<file path="config.mk">
export PLATFORM = sky130hd
export DESIGN_NAME = msb_bridge
export DESIGN_NICKNAME = d
export VERILOG_FILES = /design/src/inc/msb_pkg.sv /design/src/rtl/msb_bridge.sv
export SDC_FILE = /design/constraint.sdc
export NUM_CORES = 1
export LEC_CHECK = 0
export BUFFER_PORTS_ARGS = -buffer_cell sky130_fd_sc_hd__buf_2
export CORE_UTILIZATION = 45
export CTS_CLUSTER_DIAMETER = 30
export DETAILED_ROUTE_END_ITERATION = 10
export PLACE_DENSITY = 0.73
export SLEW_MARGIN = 10
export SYNTH_ARGS = -nofsm -noshare
export SYNTH_HDL_FRONTEND = slang
export SYNTH_SLANG_ARGS = --single-unit
</file>
<file path="constraint.sdc">
create_clock -name clk -period 11.41 [get_ports clk]
set_clock_uncertainty 0.05 [all_clocks]
set_input_delay 0.5705 -clock clk [delete_from_list [all_inputs] [get_ports clk]]
set_output_delay 0.5705 -clock clk [all_outputs]
set_load 0.02 [all_outputs]
</file>
<file path="src/inc/msb_pkg.sv">
/*
 * Constants, register offsets and carrier types for the metering SFR bridge.
 * Assumes a single 100 MHz system clock and an 8-bit SFR bus.
 */
package msb_pkg;

  // Clock rates; the metering core runs on an enable derived from clk.
  localparam longint SYS_CLK_HZ  = 100_000_000;
  localparam longint MCLK_SRC_HZ = 4_096_000;
  localparam longint MCLK_DIV    = 5;
  localparam longint MCLK_HZ_X10 = (MCLK_SRC_HZ * 10) / MCLK_DIV;
  localparam int     MTICK_CYC   =
    int'((SYS_CLK_HZ * 10) / MCLK_HZ_X10);

  // Pointer SFR fields.
  localparam int PTR_DIR_BIT = 7;
  localparam int PTR_ADR_MSB = 6;

  // SFR addresses.
  localparam logic [7:0] SFR_PTR    = 8'h91;
  localparam logic [7:0] SFR_DAT_L  = 8'h92;
  localparam logic [7:0] SFR_DAT_M  = 8'h93;
  localparam logic [7:0] SFR_DAT_H  = 8'h94;
  localparam logic [7:0] SFR_VRMS_L = 8'hD1;
  localparam logic [7:0] SFR_VRMS_M = 8'hD2;
  localparam logic [7:0] SFR_VRMS_H = 8'hD3;
  localparam logic [7:0] SFR_IRMS_L = 8'hD4;
  localparam logic [7:0] SFR_IRMS_M = 8'hD5;
  localparam logic [7:0] SFR_IRMS_H = 8'hD6;
  localparam logic [7:0] SFR_IEN_L  = 8'hD9;
  localparam logic [7:0] SFR_IEN_M  = 8'hDA;
  localparam logic [7:0] SFR_IEN_H  = 8'hDB;
  localparam logic [7:0] SFR_IST_L  = 8'hDC;
  localparam logic [7:0] SFR_IST_M  = 8'hDD;
  localparam logic [7:0] SFR_IST_H  = 8'hDE;
  localparam logic [7:0] SFR_WAV1_L = 8'hE2;
  localparam logic [7:0] SFR_WAV1_M = 8'hE3;
  localparam logic [7:0] SFR_WAV1_H = 8'hE4;
  localparam logic [7:0] SFR_WAV2_L = 8'hE5;
  localparam logic [7:0] SFR_WAV2_M = 8'hE6;
  localparam logic [7:0] SFR_WAV2_H = 8'hE7;

  // Internal addresses whose read clears the accumulator or peak.
  localparam logic [6:0] IADR_RD_CLR_WH   = 7'h02;
  localparam logic [6:0] IADR_RD_CLR_VARH = 7'h05;
  localparam logic [6:0] IADR_RD_CLR_VAH  = 7'h08;
  localparam logic [6:0] IADR_RD_CLR_IPK  = 7'h18;
  localparam logic [6:0] IADR_RD_CLR_VPK  = 7'h1A;

  localparam logic [7:0]  BYTE_ZERO = 8'h00;
  localparam logic [23:0] WORD_ZERO = 24'h00_0000;

  typedef enum logic [1:0] {
    MSB_IDLE = 2'b00,
    MSB_ISSUE = 2'b01,
    MSB_FETCH = 2'b10
  } msb_state_t;

  // One request from the bridge to the metering register file.
  typedef struct packed {
    logic        wr_stb;
    logic        rd_stb;
    logic        rd_clear;
    logic [6:0]  addr;
    logic [23:0] wdata;
  } msb_mreq_t;

  // Four direct 24-bit results presented by the metering core.
  typedef struct packed {
    logic [23:0] vrms;
    logic [23:0] irms;
    logic [23:0] wav1;
    logic [23:0] wav2;
  } msb_direct_t;

endpackage : msb_pkg

</file>
<file path="src/rtl/msb_bridge.sv">
/*
 * Metering SFR access bridge: direct result SFRs with high-byte latching,
 * interrupt enable/status bytes and the indirect pointer/data access path
 * into the metering register file.
 * Assumes the SFR bus is synchronous to clk and that the metering core
 * answers a read strobe with data valid by its next metering tick.
 */
// Behaviour
// - The pointer register holds the direction in bit 7 (1 write, 0 read) and the internal address in bits 6:0.
// - A pointer write with the direction set sends the three data bytes to the selected internal register.
// - For a one-byte internal register only the low data byte is sent and the other two are ignored.
// - A pointer write with the direction clear loads the selected internal register into the three data bytes.
// - A read of a one-byte internal register updates the low data byte and clears the middle and high bytes.
// - The metering side runs at 4.096 MHz divided by five, so every transfer is timed to its own tick.
// - Each interrupt byte is latched from the live value at the moment that byte is read.
// - Reading the high byte of a three-byte result captures all 24 bits.
// - Reading the low or middle byte before the high byte returns the previously captured sample.
// - The pointer sits at 0x91 and the low, middle and high data bytes at 0x92 to 0x94, all read/write.
// - Interrupt enable bytes sit at 0xD9 to 0xDB and status bytes at 0xDC to 0xDE, read/write.
// - Waveform sample one sits at 0xE2 to 0xE4 and sample two at 0xE5 to 0xE7, read-only.
// - Some internal addresses clear their accumulator when read, such as address 0x02.
module msb_bridge #(
  parameter int TICK_CYC = msb_pkg::MTICK_CYC
) (
  input  wire logic                 clk,           // System clock.
  input  wire logic                 rst,           // Async reset, high.
  input  wire logic [7:0]           sfr_addr,      // SFR address.
  input  wire logic                 sfr_wr,        // SFR write strobe.
  input  wire logic                 sfr_rd,        // SFR read strobe.
  input  wire logic [7:0]           sfr_wdata,     // SFR write data.
  output logic      [7:0]           sfr_rdata,     // SFR read data.
  output logic                      sfr_hit,       // Address was ours.
  input  wire msb_pkg::msb_direct_t direct_in,     // Live results.
  input  wire logic [23:0]          irq_event,     // Status set pulses.
  output logic      [23:0]          irq_enable,    // Enable bytes.
  output logic      [23:0]          irq_status,    // Sticky status.
  output msb_pkg::msb_mreq_t        mreq,          // Metering request.
  input  wire logic [23:0]          mreg_rdata,    // Metering read data.
  input  wire logic                 mreg_one_byte, // Selected reg 8-bit.
  output logic                      meter_tick,    // Metering enable.
  output logic                      xfer_busy      // Transfer pending.
);

  initial begin
    if (TICK_CYC < 2) begin
      $error("TICK_CYC must be at least 2");
    end
  end

  localparam int CW = $clog2(TICK_CYC + 1);

  function automatic logic [7:0] pick_byte(input logic [23:0] w,
                                           input logic [1:0] sel);
    logic [7:0] b;
    b = w[7:0];
    if (sel == 2'd1) begin
      b = w[15:8];
    end else if (sel == 2'd2) begin
      b = w[23:16];
    end
    return b;
  endfunction : pick_byte

  function automatic logic is_read_clear(input logic [6:0] a);
    return (a == msb_pkg::IADR_RD_CLR_WH)   ||
           (a == msb_pkg::IADR_RD_CLR_VARH) ||
           (a == msb_pkg::IADR_RD_CLR_VAH)  ||
           (a == msb_pkg::IADR_RD_CLR_IPK)  ||
           (a == msb_pkg::IADR_RD_CLR_VPK);
  endfunction : is_read_clear

  logic [CW-1:0]       tick_cnt_reg;
  logic [7:0]          ptr_reg;
  logic [23:0]         data_reg;
  logic [23:0]         vrms_lat_reg;
  logic [23:0]         irms_lat_reg;
  logic [23:0]         wav1_lat_reg;
  logic [23:0]         wav2_lat_reg;
  msb_pkg::msb_state_t state_reg;
  logic                ptr_wr;
  logic                capture;

  assign ptr_wr  = sfr_wr && (sfr_addr == msb_pkg::SFR_PTR);
  assign capture = (state_reg == msb_pkg::MSB_FETCH) && meter_tick;

  // Metering clock enable: one pulse every TICK_CYC system cycles.
  always_ff @(posedge clk or posedge rst) begin
    if (rst) begin
      tick_cnt_reg <= '0;
      meter_tick   <= 1'b0;
    end else if (tick_cnt_reg == CW'(TICK_CYC - 1)) begin
      tick_cnt_reg <= '0;
      meter_tick   <= 1'b1;
    end else begin
      tick_cnt_reg <= tick_cnt_reg + CW'(1);
      meter_tick   <= 1'b0;
    end
  end

  // Pointer register; writing it while idle starts a transfer.
  always_ff @(posedge clk or posedge rst) begin
    if (rst) begin
      ptr_reg <= msb_pkg::BYTE_ZERO;
    end else if (ptr_wr) begin
      ptr_reg <= sfr_wdata;
    end
  end

  // Transfer sequencer, aligned to metering ticks.
  always_ff @(posedge clk or posedge rst) begin
    if (rst) begin
      state_reg <= msb_pkg::MSB_IDLE;
      xfer_busy <= 1'b0;
    end else begin
      unique case (state_reg)
        msb_pkg::MSB_IDLE: begin
          if (ptr_wr) begin
            state_reg <= msb_pkg::MSB_ISSUE;
            xfer_busy <= 1'b1;
          end
        end
        msb_pkg::MSB_ISSUE: begin
          if (meter_tick) begin
            if (ptr_reg[msb_pkg::PTR_DIR_BIT]) begin
              state_reg <= msb_pkg::MSB_IDLE;
              xfer_busy <= 1'b0;
            end else begin
              state_reg <= msb_pkg::MSB_FETCH;
            end
          end
        end
        msb_pkg::MSB_FETCH: begin
          if (meter_tick) begin
            state_reg <= msb_pkg::MSB_IDLE;
            xfer_busy <= 1'b0;
          end
        end
        default: begin
          state_reg <= msb_pkg::MSB_IDLE;
          xfer_busy <= 1'b0;
        end
      endcase
    end
  end

  // Request toward the metering register file, one system cycle wide.
  always_ff @(posedge clk or posedge rst) begin
    if (rst) begin
      mreq <= '0;
    end else begin
      mreq.wr_stb   <= 1'b0;
      mreq.rd_stb   <= 1'b0;
      mreq.rd_clear <= 1'b0;
      // The target is selected on the pointer write, so the width flag from
      // the register file has settled by the time the request issues.
      if ((state_reg == msb_pkg::MSB_IDLE) && ptr_wr) begin
        mreq.addr <= sfr_wdata[msb_pkg::PTR_ADR_MSB:0];
      end
      if ((state_reg == msb_pkg::MSB_ISSUE) && meter_tick) begin
        mreq.addr <= ptr_reg[msb_pkg::PTR_ADR_MSB:0];
        if (ptr_reg[msb_pkg::PTR_DIR_BIT]) begin
          mreq.wr_stb <= 1'b1;
          if (mreg_one_byte) begin
            mreq.wdata <= {msb_pkg::BYTE_ZERO, msb_pkg::BYTE_ZERO,
                           data_reg[7:0]};
          end else begin
            mreq.wdata <= data_reg;
          end
        end else begin
          mreq.rd_stb   <= 1'b1;
          mreq.rd_clear <=
            is_read_clear(ptr_reg[msb_pkg::PTR_ADR_MSB:0]);
        end
      end
    end
  end

  // Data bytes: software writes, or the result of an internal read.
  always_ff @(posedge clk or posedge rst) begin
    if (rst) begin
      data_reg <= msb_pkg::WORD_ZERO;
    end else if (capture) begin
      if (mreg_one_byte) begin
        data_reg <= {16'h0000, mreg_rdata[7:0]};
      end else begin
        data_reg <= mreg_rdata;
      end
    end else if (sfr_wr) begin
      if (sfr_addr == msb_pkg::SFR_DAT_L) begin
        data_reg[7:0] <= sfr_wdata;
      end
      if (sfr_addr == msb_pkg::SFR_DAT_M) begin
        data_reg[15:8] <= sfr_wdata;
      end
      if (sfr_addr == msb_pkg::SFR_DAT_H) begin
        data_reg[23:16] <= sfr_wdata;
      end
    end
  end

  // Interrupt enable bytes.
  always_ff @(posedge clk or posedge rst) begin
    if (rst) begin
      irq_enable <= msb_pkg::WORD_ZERO;
    end else if (sfr_wr) begin
      if (sfr_addr == msb_pkg::SFR_IEN_L) begin
        irq_enable[7:0] <= sfr_wdata;
      end
      if (sfr_addr == msb_pkg::SFR_IEN_M) begin
        irq_enable[15:8] <= sfr_wdata;
      end
      if (sfr_addr == msb_pkg::SFR_IEN_H) begin
        irq_enable[23:16] <= sfr_wdata;
      end
    end
  end

  // Interrupt status: a write stores the byte, but an event in the same
  // cycle still sets its bit so it is never lost.
  always_ff @(posedge clk or posedge rst) begin
    if (rst) begin
      irq_status <= msb_pkg::WORD_ZERO;
    end else begin
      logic [23:0] st;
      st = irq_status;
      if (sfr_wr && (sfr_addr == msb_pkg::SFR_IST_L)) begin
        st[7:0] = sfr_wdata;
      end
      if (sfr_wr && (sfr_addr == msb_pkg::SFR_IST_M)) begin
        st[15:8] = sfr_wdata;
      end
      if (sfr_wr && (sfr_addr == msb_pkg::SFR_IST_H)) begin
        st[23:16] = sfr_wdata;
      end
      irq_status <= st | irq_event;
    end
  end

  // Three-byte results are captured whole when the high byte is read.
  always_ff @(posedge clk or posedge rst) begin
    if (rst) begin
      vrms_lat_reg <= msb_pkg::WORD_ZERO;
      irms_lat_reg <= msb_pkg::WORD_ZERO;
      wav1_lat_reg <= msb_pkg::WORD_ZERO;
      wav2_lat_reg <= msb_pkg::WORD_ZERO;
    end else if (sfr_rd) begin
      if (sfr_addr == msb_pkg::SFR_VRMS_H) begin
        vrms_lat_reg <= direct_in.vrms;
      end
      if (sfr_addr == msb_pkg::SFR_IRMS_H) begin
        irms_lat_reg <= direct_in.irms;
      end
      if (sfr_addr == msb_pkg::SFR_WAV1_H) begin
        wav1_lat_reg <= direct_in.wav1;
      end
      if (sfr_addr == msb_pkg::SFR_WAV2_H) begin
        wav2_lat_reg <= direct_in.wav2;
      end
    end
  end

  // Read data, registered in the cycle of the read strobe.
  always_ff @(posedge clk or posedge rst) begin
    if (rst) begin
      sfr_rdata <= msb_pkg::BYTE_ZERO;
      sfr_hit   <= 1'b0;
    end else if (sfr_rd) begin
      sfr_hit <= 1'b1;
      unique case (sfr_addr)
        msb_pkg::SFR_PTR:    sfr_rdata <= ptr_reg;
        msb_pkg::SFR_DAT_L:  sfr_rdata <= pick_byte(data_reg, 2'd0);
        msb_pkg::SFR_DAT_M:  sfr_rdata <= pick_byte(data_reg, 2'd1);
        msb_pkg::SFR_DAT_H:  sfr_rdata <= pick_byte(data_reg, 2'd2);
        // Rms bytes have no write path.
        // Low and middle bytes give the held sample.
        msb_pkg::SFR_VRMS_L: sfr_rdata <= pick_byte(vrms_lat_reg, 2'd0);
        msb_pkg::SFR_VRMS_M: sfr_rdata <= pick_byte(vrms_lat_reg, 2'd1);
        msb_pkg::SFR_VRMS_H: sfr_rdata <= pick_byte(direct_in.vrms, 2'd2);
        msb_pkg::SFR_IRMS_L: sfr_rdata <= pick_byte(irms_lat_reg, 2'd0);
        msb_pkg::SFR_IRMS_M: sfr_rdata <= pick_byte(irms_lat_reg, 2'd1);
        msb_pkg::SFR_IRMS_H: sfr_rdata <= pick_byte(direct_in.irms, 2'd2);
        // Interrupt bytes are read live, byte by byte.
        msb_pkg::SFR_IEN_L:  sfr_rdata <= pick_byte(irq_enable, 2'd0);
        msb_pkg::SFR_IEN_M:  sfr_rdata <= pick_byte(irq_enable, 2'd1);
        msb_pkg::SFR_IEN_H:  sfr_rdata <= pick_byte(irq_enable, 2'd2);
        msb_pkg::SFR_IST_L:  sfr_rdata <= pick_byte(irq_status, 2'd0);
        msb_pkg::SFR_IST_M:  sfr_rdata <= pick_byte(irq_status, 2'd1);
        msb_pkg::SFR_IST_H:  sfr_rdata <= pick_byte(irq_status, 2'd2);
        // Waveform bytes have no write path.
        msb_pkg::SFR_WAV1_L: sfr_rdata <= pick_byte(wav1_lat_reg, 2'd0);
        msb_pkg::SFR_WAV1_M: sfr_rdata <= pick_byte(wav1_lat_reg, 2'd1);
        msb_pkg::SFR_WAV1_H: sfr_rdata <= pick_byte(direct_in.wav1, 2'd2);
        msb_pkg::SFR_WAV2_L: sfr_rdata <= pick_byte(wav2_lat_reg, 2'd0);
        msb_pkg::SFR_WAV2_M: sfr_rdata <= pick_byte(wav2_lat_reg, 2'd1);
        msb_pkg::SFR_WAV2_H: sfr_rdata <= pick_byte(direct_in.wav2, 2'd2);
        default: begin
          sfr_rdata <= msb_pkg::BYTE_ZERO;
          sfr_hit   <= 1'b0;
        end
      endcase
    end else begin
      sfr_hit <= 1'b0;
    end
  end
  // Data bytes are only valid once xfer_busy falls.

endmodule : msb_bridge

</file>
==> impl_metrics.csv, run 1 <==
group,metric,value,unit
outcome,status,"finished clean",
grt,first_global_vias,7853,
die,core_area,21800,um^2
critical_path,required,11.69,ns
logic_synthesis,yosysSeqAreaShare,49.7,%
logic_synthesis,synthCells,866,
cells_and_area,layout_commonest_cell,"buf_2",
routing,wl,32100,um
sta,worstMarginPinSlew,1.09,ns
die,die_area,22700,um^2
sta,drv_slew,0,
clock_tree,clk_latency,0.44,ns
critical_path,r2r-end,"mreq[1]",
sta,slew_headroom,26.9,%
routing,drt_iter0_markers,848,
critical_path,worstSetupPathType,"input port to flip-flop",
clock_tree,cts_tree,"yes",
critical_path,cp.arrival,3.19,ns
logic_synthesis,ys_seq_elements,198,
die,die_height,151,um
pwr,p_total,0.00149,W
critical_path,regToRegStartpoint,"state_reg[1]",
logic_synthesis,ys_warn_count,0,
sta,fmax,343,MHz
sta,period_share,25.5,%
place,place_hpwl,23400,um
cells_and_area,drive_gt1_share,37.2,%
grt,antenna_found_initial,4,
place,place_congestion,0.933,
cells_and_area,multiInputGateArea,4660,um^2
clock_tree,post_cts_buffers,0,
routing,drc_errors,0,
grt,grt_start_max_net_pins,121,
cells_and_area,fin_nets,1255,
sta,hold_viol_final,0,
grt,met2_usage,42.4,%
logic_synthesis,synth_flop_cell,"dfrtp_1",
cells_and_area,seqCellArea,4950,um^2
min_path,hold_class,"input port to async pin",
die,start_util,45.8,%
routing,drt_first_pass_iters,5,
routing,routedWlPerCell,23.2,um
grt,grt_util_met3,5.90,%
logic_synthesis,synth_edf_count,0,
pwr,leakage,5.69,nW
critical_path,reg2regPathDepth,5,
grt,overflow,0,
critical_path,r2r_slack,9.41,ns
sta,setup_viol,0,
critical_path,crit_path_end,"irq_status[10]",
clock_tree,holdBufCountCts,0,
routing,viasPerCell,5.95,
place,port-buffer-count,257,
cells_and_area,regMostFlops,"mreq",
logic_synthesis,syn_nets,1033,
job,drv_cap,0,
logic_synthesis,ys_types,65,
critical_path,worstSetupEndpointType,"flip-flop",
die,pin_count,258,
logic_synthesis,yosysTopAreaCellShare,49.7,%
pwr,ir_worst_vdd,0.0000890,V
critical_path,cp_max_fo,34,
sta,finalSetupTns,0,ns
grt,grt_pass1_wl,47800,um
clock_tree,clkSinkCount,198,
grt,busiest_layer,"met2",
sta,rsz0062_at_grt,"false",
sta,period_needed,2.91,ns
clock_tree,cts_root_buf,"clkbuf_16",
cells_and_area,largest_register_ff_count,34,
cells_and_area,area_growth,20.1,%
critical_path,cp-startpoint,"sfr_addr[0]",
critical_path,startpoint_type,"input port",
logic_synthesis,async_flop_share,100,%
pwr,p_per_area,125,nW/um^2
logic_synthesis,avgSynthCellArea,11.5,um^2
routing,vias,8234,
die,row_count,54,
routing,drtAntennaViolNets,0,
sta,holdWs,0.195,ns
clock_tree,cts_buffers,17,
clock_tree,htree_levels,4,
clock_tree,max-clock-path-buffers,2,
grt,grt_usage,28.9,%
logic_synthesis,synth_area_leaders,"dfrtp_1 50%, mux2_2 8.3%, mux2i_1 4.6%, mux2_1 3.7%, o21ai_0 2.7%",
die,die_w,151,um
cells_and_area,mostFrequentLayoutCells,"257 x buf_2, 198 x dfrtp_1, 73 x mux2_2",
logic_synthesis,synth_area,9960,um^2
logic_synthesis,yosysTopAreaCell,"dfrtp_1",
cells_and_area,num-fill-cells,1976,
clock_tree,post_cts_resized,0,
grt,use_met1,41.5,%
clock_tree,clk_pin_slew,0.07,ns
## worst min path at each step
stage | from | to | slack (ns) | cells past startpoint
floorplan | ptr_reg[5] | mreq[31] | 0.40 | 1
global placement | mreq[15] | mreq[15] | 0.41 | 2
detailed placement | mreq[18] | mreq[18] | 0.42 | 2
CTS | irq_event[17] | irq_status[17] | 0.25 | 2
global route | irq_event[17] | irq_status[17] | 0.25 | 2
finish | rst | mreq[2] | 0.20 | 2
## cell families (layout without fill, tap and decap cells)
family	Yosys count	in the layout	share of synthesized area, %
AND/OR/NAND/NOR	230	230	13.7
flip-flops	198	198	49.7
AO/OA/AOI/OAI	195	195	13.7
multiplexers	165	165	18.8
buffers and inverters	73	308	3.58
XOR/XNOR	3	3	0.264
adder cells (fa/ha/maj)	2	2	0.251
other	0	4	0
## metal layers
metal / vias to the layer above / routed length (um)
met4: 0 / 1010
met2: 404 / 14300
li1: 3671 / -
met3: 67 / 2580
met5: - / 0
met1: 4092 / 14200
## cells in the mapped netlist, drive strengths merged (4+ instances only)
master,count
o22ai,7
o32ai,5
nand3b,18
nor2,29
and3,4
nor3,6
o21ai,54
nand2,47
a211o,24
nand4,8
mux2,116
nor2b,33
clkbuf,31
a32oi,10
a22o,5
a32o,8
buf,33
a21oi,22
inv,9
mux2i,46
nand3,39
nand2b,25
a22oi,29
dfrtp,198
a221oi,5
o211ai,6
## metrics by stage
stage / worst slack [ns] / instances / util [%] / instance area, um^2
2_1_floorplan: 5.39 / 866 / - / 9960
3_3_place_gp: 8.25 / 1349 / 52.3 / 11400
3_5_place_dp: 8.10 / 1349 / 52.3 / 11400
4_1_cts: 8.57 / 1381 / 55.0 / 12000
5_1_grt: 8.38 / 1384 / 55.0 / 12000
6_report: 8.50 / 1385 / 55.0 / 12000
## report_power, final
| part | leakage [nW] | switching [W] | internal [W] |
|---|---|---|---|
| Combinational | 2.90 | 0.0000830 | 0.0000569 |
| Clock | 0.281 | 0.000281 | 0.000332 |
| Sequential | 2.51 | 0.0000187 | 0.000722 |
| Total | 5.69 | 0.000383 | 0.00111 |
## layout make-up
cell class,count,share of cell area [%]
diodes,4,0.0836
clock buffers,19,3.70
clock inverters,13,1.21
inverters,9,0.345
multi-input cells,595,38.9
flip-flops and latches,198,41.4
well taps,280,2.93
repair buffers,267,11.4
## worst max-delay path, stage by stage
cell and delay [ns]:
buf_2 0.66, nor2b_2 0.27, buf_4 0.31, nand2_1 0.27, nor2_2 0.65, nor2b_1 0.12
a211o_1 0.29
Power figures use the tool's default switching activity.
==> run 2: changes to the inputs <==
Clock period 11.41 ns to 2.9 ns, I/O delays scaled along.
==> impl_metrics.csv, run 2 (synthesis results as in run 1) <==
group,metric,value,unit
sta,slew_headroom,36.4,%
clock_tree,clk_pin_slew,0.07,ns
grt,busiest_layer,"met2",
die,die_area,22700,um^2
clock_tree,cts_buffers,17,
grt,grt_start_max_net_pins,49,
clock_tree,post_cts_buffers,0,
sta,period_needed,2.00,ns
die,row_count,54,
grt,antenna_found_initial,3,
die,die_w,151,um
clock_tree,cts_tree,"yes",
routing,vias,8862,
critical_path,worstSetupEndpointType,"flip-flop",
job,drv_cap,0,
sta,period_share,68.9,%
clock_tree,post_cts_resized,0,
critical_path,worstSetupPathType,"flip-flop to flip-flop",
clock_tree,clkSinkCount,198,
die,die_height,151,um
sta,worstMarginPinSlew,0.952,ns
critical_path,startpoint_type,"flip-flop",
sta,finalSetupTns,0,ns
sta,hold_viol_final,0,
sta,holdWs,0.122,ns
clock_tree,htree_levels,4,
min_path,hold_class,"input port to flip-flop",
cells_and_area,mostFrequentLayoutCells,"257 x buf_2, 198 x dfrtp_1, 113 x dlygate4sd3_1",
clock_tree,max-clock-path-buffers,2,
cells_and_area,drive_gt1_share,34.8,%
routing,wl,34300,um
pwr,p_per_area,456,nW/um^2
grt,use_met1,41.9,%
critical_path,cp_max_fo,41,
grt,met2_usage,47.5,%
outcome,status,"finished clean",
routing,drt_first_pass_iters,5,
cells_and_area,largest_register_ff_count,34,
clock_tree,cts_root_buf,"clkbuf_16",
pwr,ir_worst_vdd,0.000294,V
cells_and_area,area_growth,33.3,%
routing,drtAntennaViolNets,0,
routing,routedWlPerCell,22.6,um
cells_and_area,final_util,61.1,%
place,place_congestion,0.924,
routing,viasPerCell,5.85,
sta,drv_slew,0,
critical_path,cp.arrival,2.28,ns
cells_and_area,layout_commonest_cell,"buf_2",
place,port-buffer-count,257,
place,place_hpwl,24400,um
grt,first_global_vias,8849,
routing,drc_errors,0,
routing,drt_iter0_markers,814,
pwr,leakage,6.28,nW
grt,overflow,0,
sta,fmax,501,MHz
die,pin_count,258,
cells_and_area,regMostFlops,"mreq",
clock_tree,clk_latency,0.44,ns
die,start_util,45.8,%
grt,grt_util_met3,6.72,%
sta,rsz0062_at_grt,"false",
critical_path,required,3.18,ns
die,core_area,21800,um^2
grt,grt_usage,30.7,%
sta,setup_viol,0,
grt,grt_pass1_wl,51500,um
cells_and_area,fin_nets,1386,
clock_tree,holdBufCountCts,113,
==> run 2: cell type report <==
class | instances | area (um^2)
clock inverter | 12 | 141
sequential | 198 | 4950
clock buffer | 19 | 453
tap | 280 | 350
timing repair buffer | 398 | 2680
fill | 1764 | 8470
multi-input combinational | 595 | 4660
antenna | 3 | 7.51
inverter | 9 | 37.5
==> run 2: report_power, final <==
group	switching, W	internal (W)	total, W	leakage (nW)
Clock	0.00111	0.00133	0.00244	0.293
Sequential	0.0000761	0.00284	0.00292	2.51
Combinational	0.000360	0.000341	0.000700	3.48
Total	0.00155	0.00451	0.00606	6.28
==> run 2: routing by layer <==
| metal | vias to the layer above | part of all wire, % |
|---|---|---|
| li1 | 3929 | - |
| met5 | - | 0.029 |
| met1 | 4387 | 42 |
| met3 | 87 | 8.2 |
| met2 | 457 | 46 |
| met4 | 2 | 3.6 |
==> run 2: metrics by stage <==
stage	cell area, um^2	power [W]	worst slack [ns]	std cells
floorplan	9970	0.00324	0.145	866
global placement	11500	0.00353	0.578	1367
detailed placement	11500	0.00354	0.500	1367
CTS	13300	0.00607	0.923	1511
global route	13300	0.00626	0.771	1512
finish	13300	0.00606	0.902	1514
==> run 2: critical path: stages (launching register included) <==
cell and delay, ns:
dfrtp_1 0.46, nand3b_1 0.43, inv_1 0.09, nand2_1 0.08, buf_4 0.37, mux2_2 0.39
==> run 2: path summary, 6_finish.rpt <==
kind / startpoint / to / slack (ns) / cells past startpoint
setup reg to reg: state_reg[1] / mreq[6] / 0.90 / 5
hold / removal: sfr_wdata[4] / irq_status[20] / 0.12 / 2
setup / recovery: state_reg[1] / mreq[6] / 0.90 / 5
hold reg to reg: mreq[8] / mreq[8] / 0.43 / 2
min in group asynchronous: rst / mreq[1] / 0.39 / 3
max in group asynchronous: rst / wav2_lat_reg[4] / 1.66 / 4
==> run 3: changes to the inputs <==
Settings changed: ABC_AREA set to 1.
Clock period 2.9 ns to 2.1 ns, I/O delays scaled along.
==> impl_metrics.csv, run 3 <==
group,metric,value,unit
critical_path,crit_buf_inv,5,
logic_synthesis,muxShareOfSynthArea,7.51,%
logic_synthesis,ys_seq_elements,198,
die,die_area,21900,um^2
routing,viasPerCell,5.53,
cells_and_area,layout_commonest_cell,"nand2_1",
logic_synthesis,yosysSeqAreaShare,51.7,%
logic_synthesis,ys_warn_count,0,
job,drv_cap,0,
logic_synthesis,syn_nets,1308,
sta,period_needed,1.93,ns
critical_path,cp_top_family,"buffers and inverters",
routing,drt_iter0_markers,1097,
routing,drtAntennaViolNets,0,
critical_path,cp_slowest_stage_delay,0.56,ns
pwr,p_clk_share,40.8,%
critical_path,required,2.43,ns
logic_synthesis,synthTopCellsByCount,"335 x nand2_1, 198 x dfrtp_1, 162 x nand3_1, 98 x nor2_1, 77 x o21ai_0",
logic_synthesis,ys_types,29,
sta,fmax,517,MHz
grt,grt_usage,33.4,%
sta,hold_viol_final,0,
logic_synthesis,avgSynthCellArea,8.41,um^2
cells_and_area,drive_gt1_share,26.9,%
sta,finalSetupTns,0,ns
grt,antenna_found_initial,1,
logic_synthesis,yosysTopAreaCell,"dfrtp_1",
logic_synthesis,synth_flop_cell,"dfrtp_1",
cells_and_area,num-fill-cells,1760,
pwr,leakage,6.84,nW
cells_and_area,mostFrequentLayoutCells,"335 x nand2_1, 257 x buf_2, 198 x dfrtp_1",
critical_path,cp.arrival,2.26,ns
logic_synthesis,synth_area,9590,um^2
clock_tree,clk_pin_slew,0.08,ns
grt,grt_start_max_net_pins,59,
clock_tree,htree_levels,4,
min_path,worstHoldStart,"sfr_wdata[2]",
logic_synthesis,synthAdderAreaFrac,0.261,%
outcome,status,"finished clean",
pwr,ir_worst_vdd,0.000543,V
critical_path,worstSetupEndpointType,"flip-flop",
logic_synthesis,yosysTopAreaCellShare,51.7,%
die,core_area,21000,um^2
clock_tree,post_cts_buffers,0,
cells_and_area,multiInputGateArea,4200,um^2
die,die_w,148,um
logic_synthesis,synth_area_leaders,"dfrtp_1 52%, nand2_1 13%, nand3_1 8.5%, mux2_2 7.5%, o21ai_0 4.0%",
pwr,switching_share,26.0,%
clock_tree,cts_buffers,17,
pwr,internal-power,0.00611,W
sta,setup_viol,0,
pwr,seq_power_share,48.8,%
logic_synthesis,async_flop_share,100,%
die,die_height,148,um
place,place_congestion,0.966,
logic_synthesis,synth_xor_area_share,0,%
logic_synthesis,synth_edf_count,0,
cells_and_area,area_growth,36.4,%
grt,overflow,0,
clock_tree,cts_tree,"yes",
die,row_count,53,
place,place_hpwl,24700,um
sta,rsz0062_at_grt,"false",
cells_and_area,seqCellArea,4950,um^2
logic_synthesis,yosys.area_share.simple,28.6,%
critical_path,regToRegStartpoint,"meter_tick",
grt,grt_pass1_wl,54800,um
critical_path,worstSetupPathType,"input port to flip-flop",
critical_path,cp_max_fo,19,
sta,period_share,92.0,%
clock_tree,max-clock-path-buffers,2,
logic_synthesis,synthCells,1141,
clock_tree,clkSinkCount,198,
cells_and_area,largest_register_ff_count,34,
clock_tree,clk_latency,0.44,ns
pwr,comb_power_share,10.4,%
critical_path,cpMaxStageDelayCell,"dlygate4sd3_1",
critical_path,path_cells,"buf_2 -> inv_1 -> nand2_1 -> nor2_4 -> buf_4 -> nand2_1 -> nor2_2 -> buf_4 -> a21oi_1 -> dlygate4sd3_1 -> nand2_1",
logic_synthesis,synth-compound-area-share,7.33,%
critical_path,cpMostUsedCell,"nand2_1",
die,start_util,45.8,%
critical_path,cp-startpoint,"sfr_addr[5]",
min_path,hold_class,"input port to flip-flop",
routing,drc_errors,0,
pwr,p_per_area,631,nW/um^2
routing,vias,10000,
routing,wl,35600,um
pwr,p_total,0.00826,W
cells_and_area,fin_nets,1688,
routing,drt_first_pass_iters,5,
cells_and_area,regMostFlops,"mreq",
sta,slew_headroom,26.9,%
pwr,switchingPower,0.00215,W
logic_synthesis,yosysMostFrequentCell,"nand2_1",
logic_synthesis,synth_top_family_by_area,"simple AND/OR/NAND/NOR gates",
die,pin_count,258,
sta,worstMarginPinSlew,1.09,ns
critical_path,startpoint_type,"input port",
sta,drv_slew,0,
place,port-buffer-count,257,
grt,first_global_vias,9797,
routing,routedWlPerCell,19.7,um
clock_tree,cts_root_buf,"clkbuf_16",
[run 3: kinds of logic after synthesis]
kind of cell    Yosys count
compound gates          135
fa+ha+maj                 2
buf+inv                 104
flops                   198
mux                      64
simple gates            638
[run 3: cell type report]
class	instances	share of cell area (%)
Sequential cell	198	37.9
Multi-Input combinational cell	839	32.1
Timing Repair Buffer	403	21.0
Clock buffer	18	3.28
Tap cell	275	2.63
Inverter	62	1.81
Clock inverter	14	1.27
Antenna cell	2	0.0383
[run 3: final timing paths]
path,endpoint,slack (ns),cells after the start
worst max-delay path,irq_status[7],0.17,11
worst min-delay path,mreq[26],0.01,3
worst max register to register,data_reg[19],0.36,5
worst min register to register,mreq[3],0.42,2
max in group asynchronous,vrms_lat_reg[15],1.10,4
min in group asynchronous,irq_enable[10],0.21,3
[run 3: through the flow]
stage | setup slack [ns] | util, % | hold WS (ns) | cells | instance area [um^2]
2_1_floorplan | -0.615 | - | 0.150 | 1141 | 9590
3_3_place_gp | 0.143 | 54.0 | 0.135 | 1662 | 11300
3_5_place_dp | 0.0256 | 54.0 | 0.132 | 1662 | 11300
4_1_cts | 0.127 | 62.4 | 0.00621 | 1809 | 13100
5_1_grt | 0.0861 | 62.4 | 0.0168 | 1809 | 13100
6_report | 0.167 | 62.4 | 0.0139 | 1811 | 13100
[run 3: what timing repair did]
| item | CTS | global route |
|---|---|---|
| resized for setup | 0 | 1 |
| hold buffers | 115 | 0 |
| setup endpoints to repair | 0 | 2 |
| hold endpoints to repair | 137 | 0 |
[run 3: worst min-delay path: cells and delay by family]
kind / cells / cell delay, ns
buffers and inverters: 1 / 0.20
AND/OR/NAND/NOR: 1 / 0.10
AO/OA/AOI/OAI: 1 / 0.07
[run 3: per-layer routing]
metal / vias up / GRT usage (%) / wire length (um)
met1: 4715 / 42.5 / 13800
met5: - / 0 / 0
met3: 134 / 6.51 / 3140
li1: 4543 / - / -
met2: 626 / 54.6 / 16800
met4: 0 / 16.2 / 1870
[run 3: power groups by stage]
stage	Sequential, W	Clock (W)	Combinational, W
finish	0.00403	0.00337	0.000856
floorplan	0.00409	0	0.000277
CTS	0.00403	0.00340	0.000835
detailed placement	0.00410	0	0.000669
global placement	0.00410	0	0.000662
global route	0.00404	0.00357	0.000922
